File: src/core/tmr8_consts.vh
// Constants for the 8-bit timer/counter with two compare units
`ifndef TMR8_CONSTS_VH
`define TMR8_CONSTS_VH
// Register word offsets (byte address = 4 * index)
`define TMR8_IDX_CTRL_A 3'h0
`define TMR8_IDX_CTRL_B 3'h1
`define TMR8_IDX_COUNT 3'h2
`define TMR8_IDX_CMP_A 3'h3
`define TMR8_IDX_CMP_B 3'h4
`define TMR8_IDX_FLAGS 3'h5
`define TMR8_IDX_MASK 3'h6
`define TMR8_IDX_POWER 3'h7
// Count extremes
`define TMR8_BOTTOM 8'h00
`define TMR8_MAX 8'hff
`define TMR8_ONE 8'h01
// Control A fields
`define TMR8_CA_WGM_LO 1:0
`define TMR8_CA_COMB 5:4
`define TMR8_CA_COMA 7:6
// Control B fields
`define TMR8_CB_CS 2:0
`define TMR8_CB_WGM_HI 3
`define TMR8_CB_FOCB 6
`define TMR8_CB_FOCA 7
// Flag and mask bit positions
`define TMR8_F_OVF 0
`define TMR8_F_CMPA 1
`define TMR8_F_CMPB 2
// Waveform modes
`define TMR8_WGM_NORMAL 3'h0
`define TMR8_WGM_PC_MAX 3'h1
`define TMR8_WGM_CTC 3'h2
`define TMR8_WGM_FAST_MAX 3'h3
`define TMR8_WGM_PC_CMPA 3'h5
`define TMR8_WGM_FAST_CMPA 3'h7
// Clock selects
`define TMR8_CS_OFF 3'h0
`define TMR8_CS_DIV1 3'h1
`define TMR8_CS_DIV8 3'h2
`define TMR8_CS_DIV64 3'h3
`define TMR8_CS_DIV256 3'h4
`define TMR8_CS_DIV1024 3'h5
`define TMR8_CS_EXT_FALL 3'h6
// Compare output modes
`define TMR8_COM_NONE 2'h0
`define TMR8_COM_TOGGLE 2'h1
`define TMR8_COM_CLEAR 2'h2
`define TMR8_COM_SET 2'h3
// Prescaler width and taps
`define TMR8_PRE_W 10
`define TMR8_PRE_8 2:0
`define TMR8_PRE_64 5:0
`define TMR8_PRE_256 7:0
`define TMR8_PRE_1024 9:0
`endif

File: src/core/tmr8_counter.v
// 8-bit timer/counter with two compare units and a classic Wishbone slave
`include "tmr8_consts.vh"

// Operation
// - Bottom indicated when count equals zero
// - Max indicated when count equals 0xFF
// - Top is 0xFF or compare A per mode
// - Tick from prescaler or external pin edge
// - Each tick clears, increments or decrements count
// - Software count write beats any count action
// - Three-bit mode split over control A, B
// - Comparators match count against A and B
// - Match sets compare flag on next tick
// - Enabled flag raises request; service clears it
// - Writing one clears a flag bit
// - Requests visible in flags, masked individually
// - Overflow flag set by mode dependent condition
// - Compare registers double buffered only in PWM
// - Buffer moves to active at top
// - Software reaches buffer or active register
// - Wave outputs derived from match and bottom
// - Force strobe acts like match in non-PWM
// - Forced compare leaves flags and counter alone
// - Count write blocks matches on next tick
// - Timer held off until power-off bit cleared
// - Normal mode wraps, overflow when count hits zero
// - Mode 2 clears count on compare A match
// - Output mode zero leaves wave state unchanged
// - Reset clears both wave output states
module tmr8_counter (
   input wire clk_i,
   input wire rst_i,
   input wire wb_cyc_i,
   input wire wb_stb_i,
   input wire wb_we_i,
   input wire [4:0] wb_adr_i,
   input wire [3:0] wb_sel_i,
   input wire [31:0] wb_dat_i,
   output reg [31:0] wb_dat_o,
   output wire wb_ack_o,
   input wire ext_count_i,
   input wire ovf_service_i,
   input wire cmpa_service_i,
   input wire cmpb_service_i,
   output wire ovf_irq_o,
   output wire cmpa_irq_o,
   output wire cmpb_irq_o,
   output wire wave_output_a_o,
   output wire wave_output_b_o,
   output wire wave_a_en_o,
   output wire wave_b_en_o
);

   // Bus state
   reg ack_q;                  // Single-cycle acknowledge
   wire req;                   // Fresh request this cycle
   wire wr;                    // Write taken this cycle
   wire [2:0] idx;             // Register index
   // Registers
   reg [7:0] ctrl_a_q;         // Modes for both units, low mode bits
   reg [4:0] ctrl_b_q;         // Clock select and high mode bit
   reg [7:0] count_q;          // Counter value
   reg [7:0] cmp_a_q;          // Active compare A
   reg [7:0] cmp_b_q;          // Active compare B
   reg [7:0] buf_a_q;          // Buffered compare A
   reg [7:0] buf_b_q;          // Buffered compare B
   reg [2:0] flag_q;           // Overflow, compare A, compare B
   reg [2:0] mask_q;           // Interrupt enables
   reg power_off_q;            // Module held off while set
   reg wave_a_q;               // Internal wave state A
   reg wave_b_q;               // Internal wave state B
   reg dir_down_q;             // Counting direction
   reg block_q;                // Match blocking after count write
   // Prescaler and external pin
   reg [`TMR8_PRE_W-1:0] pre_q;
   reg ext_s1_q;               // Synchroniser stage one
   reg ext_s2_q;               // Synchroniser stage two
   reg ext_s3_q;               // Edge history
   // Decoded control
   wire [2:0] wgm;
   wire [2:0] cs;
   wire pwm;
   wire pc_mode;
   wire [7:0] top_val;
   reg tick;
   wire is_bottom;
   wire is_max;
   wire is_top;
   wire match_a;
   wire match_b;
   wire ovf_set;
   wire upd_pt;                // Double buffer update point
   wire cnt_wr;
   wire ca_wr;
   wire cb_wr;
   reg [7:0] count_d;
   reg dir_d;

   // Bus decode: one word per register, ack one cycle after request
   assign req = wb_cyc_i & wb_stb_i & ~ack_q;
   assign wr = req & wb_we_i & wb_sel_i[0];
   assign idx = wb_adr_i[4:2];
   assign wb_ack_o = ack_q;
   assign cnt_wr = wr & (idx == `TMR8_IDX_COUNT);
   assign ca_wr = wr & (idx == `TMR8_IDX_CMP_A);
   assign cb_wr = wr & (idx == `TMR8_IDX_CMP_B);

   // Mode field split over the two controls
   assign wgm = {ctrl_b_q[`TMR8_CB_WGM_HI], ctrl_a_q[`TMR8_CA_WGM_LO]};
   assign cs = ctrl_b_q[`TMR8_CB_CS];
   assign pwm = (wgm != `TMR8_WGM_NORMAL) & (wgm != `TMR8_WGM_CTC);
   assign pc_mode = (wgm == `TMR8_WGM_PC_MAX) | (wgm == `TMR8_WGM_PC_CMPA);

   // Extremes of the count
   assign is_bottom = (count_q == `TMR8_BOTTOM);
   assign is_max = (count_q == `TMR8_MAX);
   assign top_val = (wgm == `TMR8_WGM_PC_CMPA || wgm == `TMR8_WGM_FAST_CMPA || wgm == `TMR8_WGM_CTC) ?
                    cmp_a_q : `TMR8_MAX;
   assign is_top = (count_q == top_val);

   // Comparators, gated by blocking after count write
   assign match_a = (count_q == cmp_a_q) & ~block_q;
   assign match_b = (count_q == cmp_b_q) & ~block_q;

   // Overflow condition per mode
   assign ovf_set = tick & (pc_mode ? (is_bottom & dir_down_q) :
                    (wgm == `TMR8_WGM_NORMAL || wgm == `TMR8_WGM_CTC) ? is_max : is_top);
   // Buffer update at the top of the sequence in every PWM mode
   assign upd_pt = tick & pwm & is_top;

   // Prescaler and synchronised external pin
   always @(posedge clk_i) begin
      if (rst_i) begin
         pre_q <= {`TMR8_PRE_W{1'b0}};
         ext_s1_q <= 1'b0;
         ext_s2_q <= 1'b0;
         ext_s3_q <= 1'b0;
      end else begin
         pre_q <= power_off_q ? {`TMR8_PRE_W{1'b0}} : pre_q + {{(`TMR8_PRE_W-1){1'b0}}, 1'b1};
         ext_s1_q <= ext_count_i;
         ext_s2_q <= ext_s1_q;
         ext_s3_q <= ext_s2_q;
      end
   end

   // Tick selection
   always @* begin
      tick = 1'b0;
      if (power_off_q) begin
         tick = 1'b0;
      end else begin
         case (cs)
            `TMR8_CS_OFF: tick = 1'b0;
            `TMR8_CS_DIV1: tick = 1'b1;
            `TMR8_CS_DIV8: tick = &pre_q[`TMR8_PRE_8];
            `TMR8_CS_DIV64: tick = &pre_q[`TMR8_PRE_64];
            `TMR8_CS_DIV256: tick = &pre_q[`TMR8_PRE_256];
            `TMR8_CS_DIV1024: tick = &pre_q[`TMR8_PRE_1024];
            `TMR8_CS_EXT_FALL: tick = ext_s3_q & ~ext_s2_q;
            default: tick = ext_s2_q & ~ext_s3_q;
         endcase
      end
   end

   // Next count and direction
   always @* begin
      count_d = count_q;
      dir_d = dir_down_q;
      if (tick) begin
         if (pc_mode) begin
            if (is_top) begin
               dir_d = 1'b1;
            end else if (is_bottom) begin
               dir_d = 1'b0;
            end
            count_d = (dir_d) ? count_q - `TMR8_ONE : count_q + `TMR8_ONE;
            if (is_top && top_val == `TMR8_BOTTOM) begin
               count_d = `TMR8_BOTTOM;
            end
         end else if (wgm != `TMR8_WGM_NORMAL && is_top) begin
            count_d = `TMR8_BOTTOM;
            dir_d = 1'b0;
         end else begin
            count_d = count_q + `TMR8_ONE;
            dir_d = 1'b0;
         end
      end
      if (cnt_wr) begin
         count_d = wb_dat_i[7:0];
      end
   end

   // Counter, direction and blocking
   always @(posedge clk_i) begin
      if (rst_i) begin
         count_q <= `TMR8_BOTTOM;
         dir_down_q <= 1'b0;
         block_q <= 1'b0;
      end else begin
         count_q <= count_d;
         dir_down_q <= dir_d;
         // Block lasts until the next tick consumes it
         if (cnt_wr) begin
            block_q <= 1'b1;
         end else if (tick) begin
            block_q <= 1'b0;
         end
      end
   end

   // Compare registers: direct or buffered
   always @(posedge clk_i) begin
      if (rst_i) begin
         cmp_a_q <= `TMR8_BOTTOM;
         cmp_b_q <= `TMR8_BOTTOM;
         buf_a_q <= `TMR8_BOTTOM;
         buf_b_q <= `TMR8_BOTTOM;
      end else begin
         if (ca_wr) begin
            buf_a_q <= wb_dat_i[7:0];
         end
         if (cb_wr) begin
            buf_b_q <= wb_dat_i[7:0];
         end
         if (!pwm) begin
            // Direct access, buffer tracks the active value
            if (ca_wr) begin
               cmp_a_q <= wb_dat_i[7:0];
            end
            if (cb_wr) begin
               cmp_b_q <= wb_dat_i[7:0];
            end
         end else if (upd_pt) begin
            cmp_a_q <= buf_a_q;
            cmp_b_q <= buf_b_q;
         end
      end
   end

   // Control, mask and power registers
   always @(posedge clk_i) begin
      if (rst_i) begin
         ctrl_a_q <= 8'h00;
         ctrl_b_q <= 5'h00;
         mask_q <= 3'h0;
         power_off_q <= 1'b0;
      end else if (wr) begin
         if (idx == `TMR8_IDX_CTRL_A) begin
            ctrl_a_q <= wb_dat_i[7:0];
         end else if (idx == `TMR8_IDX_CTRL_B) begin
            ctrl_b_q <= wb_dat_i[4:0];
         end else if (idx == `TMR8_IDX_MASK) begin
            mask_q <= wb_dat_i[2:0];
         end else if (idx == `TMR8_IDX_POWER) begin
            power_off_q <= wb_dat_i[0];
         end
      end
   end

   // Flags: set wins over write-one clear and service clear
   always @(posedge clk_i) begin
      if (rst_i) begin
         flag_q <= 3'h0;
      end else begin
         if (wr && idx == `TMR8_IDX_FLAGS) begin
            flag_q <= flag_q & ~wb_dat_i[2:0];
         end
         if (ovf_service_i) begin
            flag_q[`TMR8_F_OVF] <= 1'b0;
         end
         if (cmpa_service_i) begin
            flag_q[`TMR8_F_CMPA] <= 1'b0;
         end
         if (cmpb_service_i) begin
            flag_q[`TMR8_F_CMPB] <= 1'b0;
         end
         if (ovf_set) begin
            flag_q[`TMR8_F_OVF] <= 1'b1;
         end
         // Match seen at a tick sets the flag on that tick edge
         if (tick && match_a) begin
            flag_q[`TMR8_F_CMPA] <= 1'b1;
         end
         if (tick && match_b) begin
            flag_q[`TMR8_F_CMPB] <= 1'b1;
         end
      end
   end

   // Interrupt requests
   assign ovf_irq_o = flag_q[`TMR8_F_OVF] & mask_q[`TMR8_F_OVF];
   assign cmpa_irq_o = flag_q[`TMR8_F_CMPA] & mask_q[`TMR8_F_CMPA];
   assign cmpb_irq_o = flag_q[`TMR8_F_CMPB] & mask_q[`TMR8_F_CMPB];

   // Waveform action for one unit
   function wave_next;
      input cur;
      input [1:0] com;
      input hit;
      input is_pwm;
      input pc;
      input down;
      input at_bottom;
      begin
         wave_next = cur;
         if (com == `TMR8_COM_NONE) begin
            wave_next = cur;
         end else if (!is_pwm) begin
            if (hit) begin
               case (com)
                  `TMR8_COM_TOGGLE: wave_next = ~cur;
                  `TMR8_COM_CLEAR: wave_next = 1'b0;
                  default: wave_next = 1'b1;
               endcase
            end
         end else if (com != `TMR8_COM_TOGGLE) begin
            // Inverting when com is set mode; clear on up match, set at bottom in fast modes or on down match in phase correct
            if (hit) begin
               wave_next = (com == `TMR8_COM_SET) ^ (pc & down);
            end else if (at_bottom && !pc) begin
               wave_next = (com != `TMR8_COM_SET);
            end
         end
      end
   endfunction

   // Wave state: real matches on tick, forced strobes in non-PWM only
   always @(posedge clk_i) begin
      if (rst_i) begin
         wave_a_q <= 1'b0;
         wave_b_q <= 1'b0;
      end else begin
         if (wr && idx == `TMR8_IDX_CTRL_B && !pwm) begin
            wave_a_q <= wave_next(wave_a_q, ctrl_a_q[`TMR8_CA_COMA], wb_dat_i[`TMR8_CB_FOCA],
                                  1'b0, 1'b0, 1'b0, 1'b0);
            wave_b_q <= wave_next(wave_b_q, ctrl_a_q[`TMR8_CA_COMB], wb_dat_i[`TMR8_CB_FOCB],
                                  1'b0, 1'b0, 1'b0, 1'b0);
         end else if (tick) begin
            wave_a_q <= wave_next(wave_a_q, ctrl_a_q[`TMR8_CA_COMA], match_a, pwm, pc_mode,
                                  dir_down_q, is_bottom);
            wave_b_q <= wave_next(wave_b_q, ctrl_a_q[`TMR8_CA_COMB], match_b, pwm, pc_mode,
                                  dir_down_q, is_bottom);
         end
      end
   end

   assign wave_output_a_o = wave_a_q;
   assign wave_output_b_o = wave_b_q;
   // Pin override enables, low while the output drives the pin
   assign wave_a_en_o = (ctrl_a_q[`TMR8_CA_COMA] == `TMR8_COM_NONE);
   assign wave_b_en_o = (ctrl_a_q[`TMR8_CA_COMB] == `TMR8_COM_NONE);

   // Bus acknowledge and read data
   always @(posedge clk_i) begin
      if (rst_i) begin
         ack_q <= 1'b0;
         wb_dat_o <= 32'h00000000;
      end else begin
         ack_q <= req;
         if (req) begin
            if (idx == `TMR8_IDX_CTRL_A) begin
               wb_dat_o <= {24'h000000, ctrl_a_q};
            end else if (idx == `TMR8_IDX_CTRL_B) begin
               wb_dat_o <= {27'h0000000, ctrl_b_q};
            end else if (idx == `TMR8_IDX_COUNT) begin
               wb_dat_o <= {24'h000000, count_q};
            end else if (idx == `TMR8_IDX_CMP_A) begin
               wb_dat_o <= {24'h000000, pwm ? buf_a_q : cmp_a_q};
            end else if (idx == `TMR8_IDX_CMP_B) begin
               wb_dat_o <= {24'h000000, pwm ? buf_b_q : cmp_b_q};
            end else if (idx == `TMR8_IDX_FLAGS) begin
               wb_dat_o <= {29'h00000000, flag_q};
            end else if (idx == `TMR8_IDX_MASK) begin
               wb_dat_o <= {29'h00000000, mask_q};
            end else begin
               wb_dat_o <= {31'h00000000, power_off_q};
            end
         end
      end
   end

endmodule

File: config.mk
export PLATFORM = sky130hd
export DESIGN_NAME = tmr8_counter
export DESIGN_NICKNAME = d
export VERILOG_FILES = /design/src/core/tmr8_counter.v
export VERILOG_INCLUDE_DIRS = /design/src /design/src/core
export SDC_FILE = /design/constraint.sdc
export NUM_CORES = 1
export LEC_CHECK = 0
export BUFFER_PORTS_ARGS = -buffer_cell sky130_fd_sc_hd__clkbuf_2
export CAP_MARGIN = 40
export CELL_PAD_IN_SITES_DETAIL_PLACEMENT = 0
export CELL_PAD_IN_SITES_GLOBAL_PLACEMENT = 1
export CORE_ASPECT_RATIO = 1.5
export CORE_UTILIZATION = 42
export CTS_CLUSTER_DIAMETER = 60
export CTS_CLUSTER_SIZE = 28
export DETAILED_ROUTE_END_ITERATION = 16
export PLACE_DENSITY = 0.83
export SYNTH_ARGS = -nofsm -noshare
export SYNTH_HDL_FRONTEND = slang
export SYNTH_SLANG_ARGS = --single-unit
File: constraint.sdc
create_clock -name clk_i -period 3.1 [get_ports clk_i]
set_clock_uncertainty 0.1 [all_clocks]
set_input_delay 0 -clock clk_i [delete_from_list [all_inputs] [get_ports clk_i]]
set_output_delay 0 -clock clk_i [all_outputs]
set_load 0.01 [all_outputs]
# Word level (Yosys, flattened, before mapping)
# Cells that the tools add are included.
[word_totals]
reg_bits = 110
inputBits = 50
output_inout_bits = 40
[op_classes]
n_addsub = 3
n_eq_ne = 43
muxes = 62
n_bitwise = 34
n_reduce_logical = 43
[ops]
columns = ["cell", "count"]
rows = [
  ["8-bit two-way mux", 20],
  ["1-bit two-way mux", 36],
  ["3-bit equality test (second input constant)", 9],
  ["8-bit equality test", 3],
  ["1-bit AND", 20],
  ["3-bit nonzero test", 6],
  ["8-bit zero test", 2],
  ["2-bit inequality test (second input constant)", 8],
  ["3-bit by 2-bit equality test with 1-bit output (second input constant)", 5],
  ["7-bit AND reduction", 2],
  ["10-bit by 1-bit adder with 10-bit output (second input constant)", 1],
  ["10-bit AND reduction", 1],
  ["3-bit by 1-bit equality test with 1-bit output (second input constant)", 3],
  ["3-bit zero test", 3],
  ["3-bit two-way mux", 3],
  ["1-bit inverter", 9],
  ["8-bit by 1-bit adder with 8-bit output (second input constant)", 1],
  ["2-bit equality test (second input constant)", 4],
  ["8-bit equality test (second input constant)", 1],
  ["1-bit logical AND", 8],
  ["4-bit by 3-bit inequality test with 1-bit output (second input constant)", 2],
  ["8-bit AND reduction", 1],
  ["2-bit nonzero test", 4],
  ["8-bit by 1-bit subtractor with 8-bit output (second input constant)", 1],
  ["other kinds (19)", 32],
]

# Depth between registers and ports, before layout
[logic_depth]
depth_word = 13
ltp_mapped = 10

# Worst setup path before layout
# OpenSTA, ideal clock, no wires.
[synth_path]
path_kind = "reg2reg"
startpoint = "register ctrl_a_q[0]"
endpoint = "register count_q[7]"
setup_time_ps = 91
arrival_ps = 2169
t_required_ps = 2909
path_slack_ps = 740
path_stages_with_launch = 9
path_buffers = 1
synth_period_minus_slack_ps = 2360
path_cell_list = "dfxtp_1 buf_6 and2_4 or4_4 o21a_4 nor2_4 mux2i_2 a22oi_1 a311oi_1"
[synth_via]
elab_chain_len = 13
word_cells_on_any_way = 22
cone_classes = "eq/ne: 5; mux: 10; bitwise: 1; reduce/logical: 6"
[synth_lines]
columns = ["element", "line_no", "text"]
rows = [
  ["start, declared", "tmr8_counter.v:60", "reg [7:0] ctrl_a_q;"],
  ["start signal, assigned", "tmr8_counter.v:249", "ctrl_a_q <= wb_dat_i[7:0];"],
  ["3-bit equality test (no source line)", "n/a", ""],
  ["1-bit logical OR (no source line) (2 in a row)", "n/a", ""],
  ["8-bit two-way mux (no source line)", "n/a", ""],
  ["8-bit equality test", "tmr8_counter.v:119", "assign is_top = (count_q == top_val);"],
  ["1-bit two-way mux", "tmr8_counter.v:171", "if (is_top) begin"],
  ["1-bit two-way mux", "tmr8_counter.v:170", "if (pc_mode) begin"],
  ["1-bit two-way mux", "tmr8_counter.v:169", "if (tick) begin"],
  ["8-bit two-way mux (no source line)", "n/a", ""],
  ["8-bit two-way mux", "tmr8_counter.v:177", "if (is_top && top_val == `TMR8_BOTTOM) begin"],
  ["8-bit two-way mux *", "tmr8_counter.v:170", ""],
  ["8-bit two-way mux *", "tmr8_counter.v:169", ""],
  ["8-bit two-way mux *", "tmr8_counter.v:188", "if (cnt_wr) begin"],
  ["end signal, assigned", "tmr8_counter.v:196", "count_q <= `TMR8_BOTTOM;"],
  ["end signal, assigned", "tmr8_counter.v:200", "count_q <= count_d;"],
  ["end, declared", "tmr8_counter.v:62", "reg [7:0] count_q;"],
]
# Mark *: on every way between the ends. The rest lies on a longest branch, timed or not. The select of a mux whose other input is x is not followed.
# A chain may end at the register's enable or synchronous reset.

# Final worst setup path
[layout_path]
startpoint = "register count_q[1]"
endpoint = "register count_q[7]"
[layout_via]
elab_chain_len = 10
word_cells_on_any_way = 16
cone_classes = "add/sub: 2; eq/ne: 1; mux: 10; reduce/logical: 3"
[layout_lines]
columns = ["element", "line_no", "text"]
rows = [
  ["8-bit zero test (no source line)", "n/a", ""],
  ["1-bit two-way mux", "tmr8_counter.v:173", "end else if (is_bottom) begin"],
  ["1-bit two-way mux", "tmr8_counter.v:171", ""],
  ["1-bit two-way mux", "tmr8_counter.v:170", ""],
  ["1-bit two-way mux", "tmr8_counter.v:169", ""],
  ["8-bit two-way mux (no source line)", "n/a", ""],
  ["8-bit two-way mux", "tmr8_counter.v:177", ""],
  ["8-bit two-way mux *", "tmr8_counter.v:170", ""],
  ["8-bit two-way mux *", "tmr8_counter.v:169", ""],
  ["8-bit two-way mux *", "tmr8_counter.v:188", ""],
]
# Marked as above.

==> key figures <==
Cells and area
  • Finished Layout Cells: 857
  • Layout cells sized above 1: 0.148
  • Layout Nets: between 700 and 800
  • Area Overhead vs Synth: 14.2%
  • Ant diodes: 0
  • Util after Layout: 0.495
  • Filler cell count in the final layout: 1205

Yosys
  • Number of synthesized flops with an enable pin: 0
  • Syn Std Cell Area: about 5200 um^2
  • Synthesized flop and latch total: 86
  • Yosys warns: 0
  • Synth top area share: 0.330
  • Synth cell types: 75
  • Ys flop type: dfxtp_1
  • Dominant cell by count in the synthesized netlist: nand2_1
  • Synth top area cells: dfxtp_1 33%, mux2i_1 8.6%, nand2_1 6.4%
  • List of most frequent post-synthesis cells: 89 x nand2_1, 88 x nor2_1, 86 x dfxtp_1
  • Async SR Flop Fraction: 0
  • Register area share after synthesis: 0.330
  • Cell count after synthesis: 661
  • Avg Inst Size Synth: ~8 um^2
  • Synth area leader: dfxtp_1

Timing
  • Fin crit share: 0.885
  • Relative slew slack: 0.534
  • Worst-Margin Slew: 0.697 ns
  • FMAX: between 300 and 400 MHz
  • Final-report max-slew violation count: 0
  • Endpoints failing setup: 0
  • Final min period: between 2 and 3 ns
  • Final-report hold violation count: 0
  • Setup TNS Final: 0 ns
  • RSZ-0062 raised after global routing: false

Routing
  • Routed length per instance: 17.4 um
  • Initial DRC count: ~290
  • WL final: between 10000 and 15000 um
  • DRC: 0
  • 1st-pass router iterations: 4
  • Via density: 5.67
  • Via count: a little under 5000
  • Post-DRT Antenna Nets: 0

Setup path
  • Family with the most delay on the worst path: simple AND/OR/NAND/NOR gates
  • CP required: about 3.3 ns
  • Slowest library cell on the worst path: nor3b_1
  • Critical path fanouts, max: 9
  • Max incr delay on CP: 0.59 ns
  • Worst path cell trace: inv_1 -> ha_1 -> nor3b_1 -> nand2_1 -> nand2_1 -> o31ai_4 -> nor2_1 -> a22oi_1 -> a311oi_1
  • Worst EP arrival: 2.90 ns
  • Worst path most repeated cell: nand2_1
  • Crit Path Category: reg -> reg
  • Crit path buf inv count: 1
  • CP startpoint kind: flop
  • Critical Path Sink Type: flop

Die
  • Die ar.: ~13000 um^2
  • Row cnt: about 50
  • Starting density of the core: 0.434
  • I/O Pins: 90
  • Die width: ~93 um
  • Die Height: between 100 and 150 um
  • Core Region: 12000 um^2

Global routing
  • Pin count of the biggest net entering global routing: 28
  • GRT Overall Usage: 0.235
  • Initial antenna violation count: 0
  • Grt met2 use: 0.408
  • First-pass GRT wire length: between 20000 and 25000 um
  • Gr busiest metal: met2
  • Global Route met3 Usage: 0.0336
  • M1 GR Usage: 0.275
  • Vias in the first global route: about 4600
  • Grt ovf: 0

Clock tree
  • Clk pin slew, worst setup/hold paths: 0.07 ns
  • Clock latency on the worst-skew pair: between 0.3 and 0.4 ns
  • CTS buffer count: 9
  • Clock sink count: 86
  • CTS tree: done
  • CTS root buffer: clkbuf_16
  • CTS Buffer Depth: 2
  • H-Tree Depth: 3
  • Setup bufs post-CTS: 0

Place
  • RePlAce Congestion: about 0.9
  • Final HPWL DP: between 10000 and 15000 um
  • PortBufs: 36
  • Placed insts: just over 800

Power and ir drop
  • Leakage: 2.31 nW
  • Worst VDD drop: ~0.30 mV
  • Power density cells: around 430 nW/um^2

Outcome
  • Status: complete, no violations

Run
  • Max Cap Violations: 0

Min path
  • Worst Hold Class: in -> reg
-- metal layers --
| metal | vias up | routed length (um) |
|---|---|---|
| li1 | 2351 | - |
| met1 | 2316 | 5990 |
| met2 | 152 | 7700 |
| met3 | 40 | 562 |
| met4 | 0 | 633 |
| met5 | - | 0 |
-- worst min-delay path, delay by kind of cell --
kind / cells / cell delay, ns
compound gates: 1 / 0.06
simple gates: 3 / 0.27
buf+inv: 1 / 0.09
-- cells by family (layout without fill, tap and decap cells) --
logic type / after synthesis / after routing / share of synthesized area
buffers and inverters: 77 / 97 / 0.0778
flip-flops: 86 / 86 / 0.330
AO/OA/AOI/OAI: 138 / 138 / 0.185
AND/OR/NAND/NOR: 283 / 283 / 0.262
adder cells (fa/ha/maj): 4 / 4 / 0.00960
other: 1 / 24 / 0.000720
multiplexers: 49 / 49 / 0.0956
XOR/XNOR: 23 / 23 / 0.0387
-- through the flow --
step	worst slack [ns]	hold slack, ns	total power, mW	area (um^2)
finish	0.356	0.0304	2.58	5950
global placement	0.450	0.119	1.38	5470
CTS	0.398	0.0276	2.60	5950
detailed placement	0.419	0.129	1.39	5500
global route	0.203	0.0749	2.66	5950
floorplan	0.740	0.0282	1.33	5300
-- what timing repair did --
| item | in CTS | in global routing |
|---|---|---|
| gates resized for setup | 0 | 0 |
| setup endpoints to repair | 0 | 0 |
| hold endpoints to repair | 32 | 0 |
| hold buffers | 12 | 0 |
-- area by class of cell --
type	count	area, um^2	area share
Inverter	9	33.8	0.00568
Timing Repair Buffer	72	500	0.0841
Tap cell	153	191	0.0322
Clock inverter	7	105	0.0177
Sequential cell	86	1720	0.289
Clock buffer	9	225	0.0378
Multi-Input combinational cell	521	3170	0.533
-- state kept, by name, indices dropped and copies added (netlist names) --
signal,count
ext_s2_q,1
power_off_q,1
ext_s1_q,1
block_q,1
cmp_a_q,8
ctrl_a_q,8
wb_ack_o,1
mask_q,3
buf_a_q,8
ctrl_b_q,5
cmp_b_q,8
flag_q,3
dir_down_q,1
pre_q,10
count_q,8
buf_b_q,8
wave_output_a_o,1
wb_dat_o,8
wave_output_b_o,1
ext_s3_q,1
-- cells in the final DEF (no fill, tap or decap), drive strengths merged, types with 4 or more instances in the layout --
| master | Yosys | routed |
|---|---|---|
| nor2 | 89 | 89 |
| and2 | 10 | 10 |
| dlygate4sd3 | 0 | 12 |
| a311oi | 4 | 4 |
| conb | 1 | 24 |
| a21o | 9 | 9 |
| nand2b | 5 | 5 |
| o21bai | 5 | 5 |
| a211oi | 5 | 5 |
| or2 | 4 | 4 |
| xnor2 | 17 | 17 |
| nand3b | 5 | 5 |
| a21oi | 42 | 42 |
| o21ai | 25 | 25 |
| clkbuf | 33 | 45 |
| xor2 | 6 | 6 |
| nand4 | 7 | 7 |
| nand3 | 18 | 18 |
| nand2 | 89 | 89 |
| nor3b | 4 | 4 |
| nor4 | 9 | 9 |
| and3 | 5 | 5 |
| o22ai | 5 | 5 |
| inv | 7 | 9 |
| ha | 4 | 4 |
| mux2i | 46 | 46 |
| o211ai | 5 | 5 |
| dfxtp | 86 | 86 |
| buf | 35 | 24 |
| nor3 | 20 | 20 |
| or3 | 4 | 4 |
| nor2b | 7 | 7 |
| a31oi | 12 | 12 |
| clkinv | 2 | 4 |
-- final timing paths --
path,from,to,slack (ns),depth (start not counted)
max,count_q[1],count_q[7],0.36,9
min,wb_stb_i,wb_dat_o[2],0.03,5
max reg2reg,count_q[1],count_q[7],0.36,9
min reg2reg,pre_q[0],pre_q[0],0.36,1
-- where the power goes --
part / leakage (nW) / internal (mW) / switching (mW)
registers: 0.695 / 1.12 / 0.0115
clock network: 0.158 / 0.717 / 0.485
logic: 1.46 / 0.0864 / 0.159
total: 2.31 / 1.92 / 0.656
Note: power is estimated with default switching activity, not from simulation.
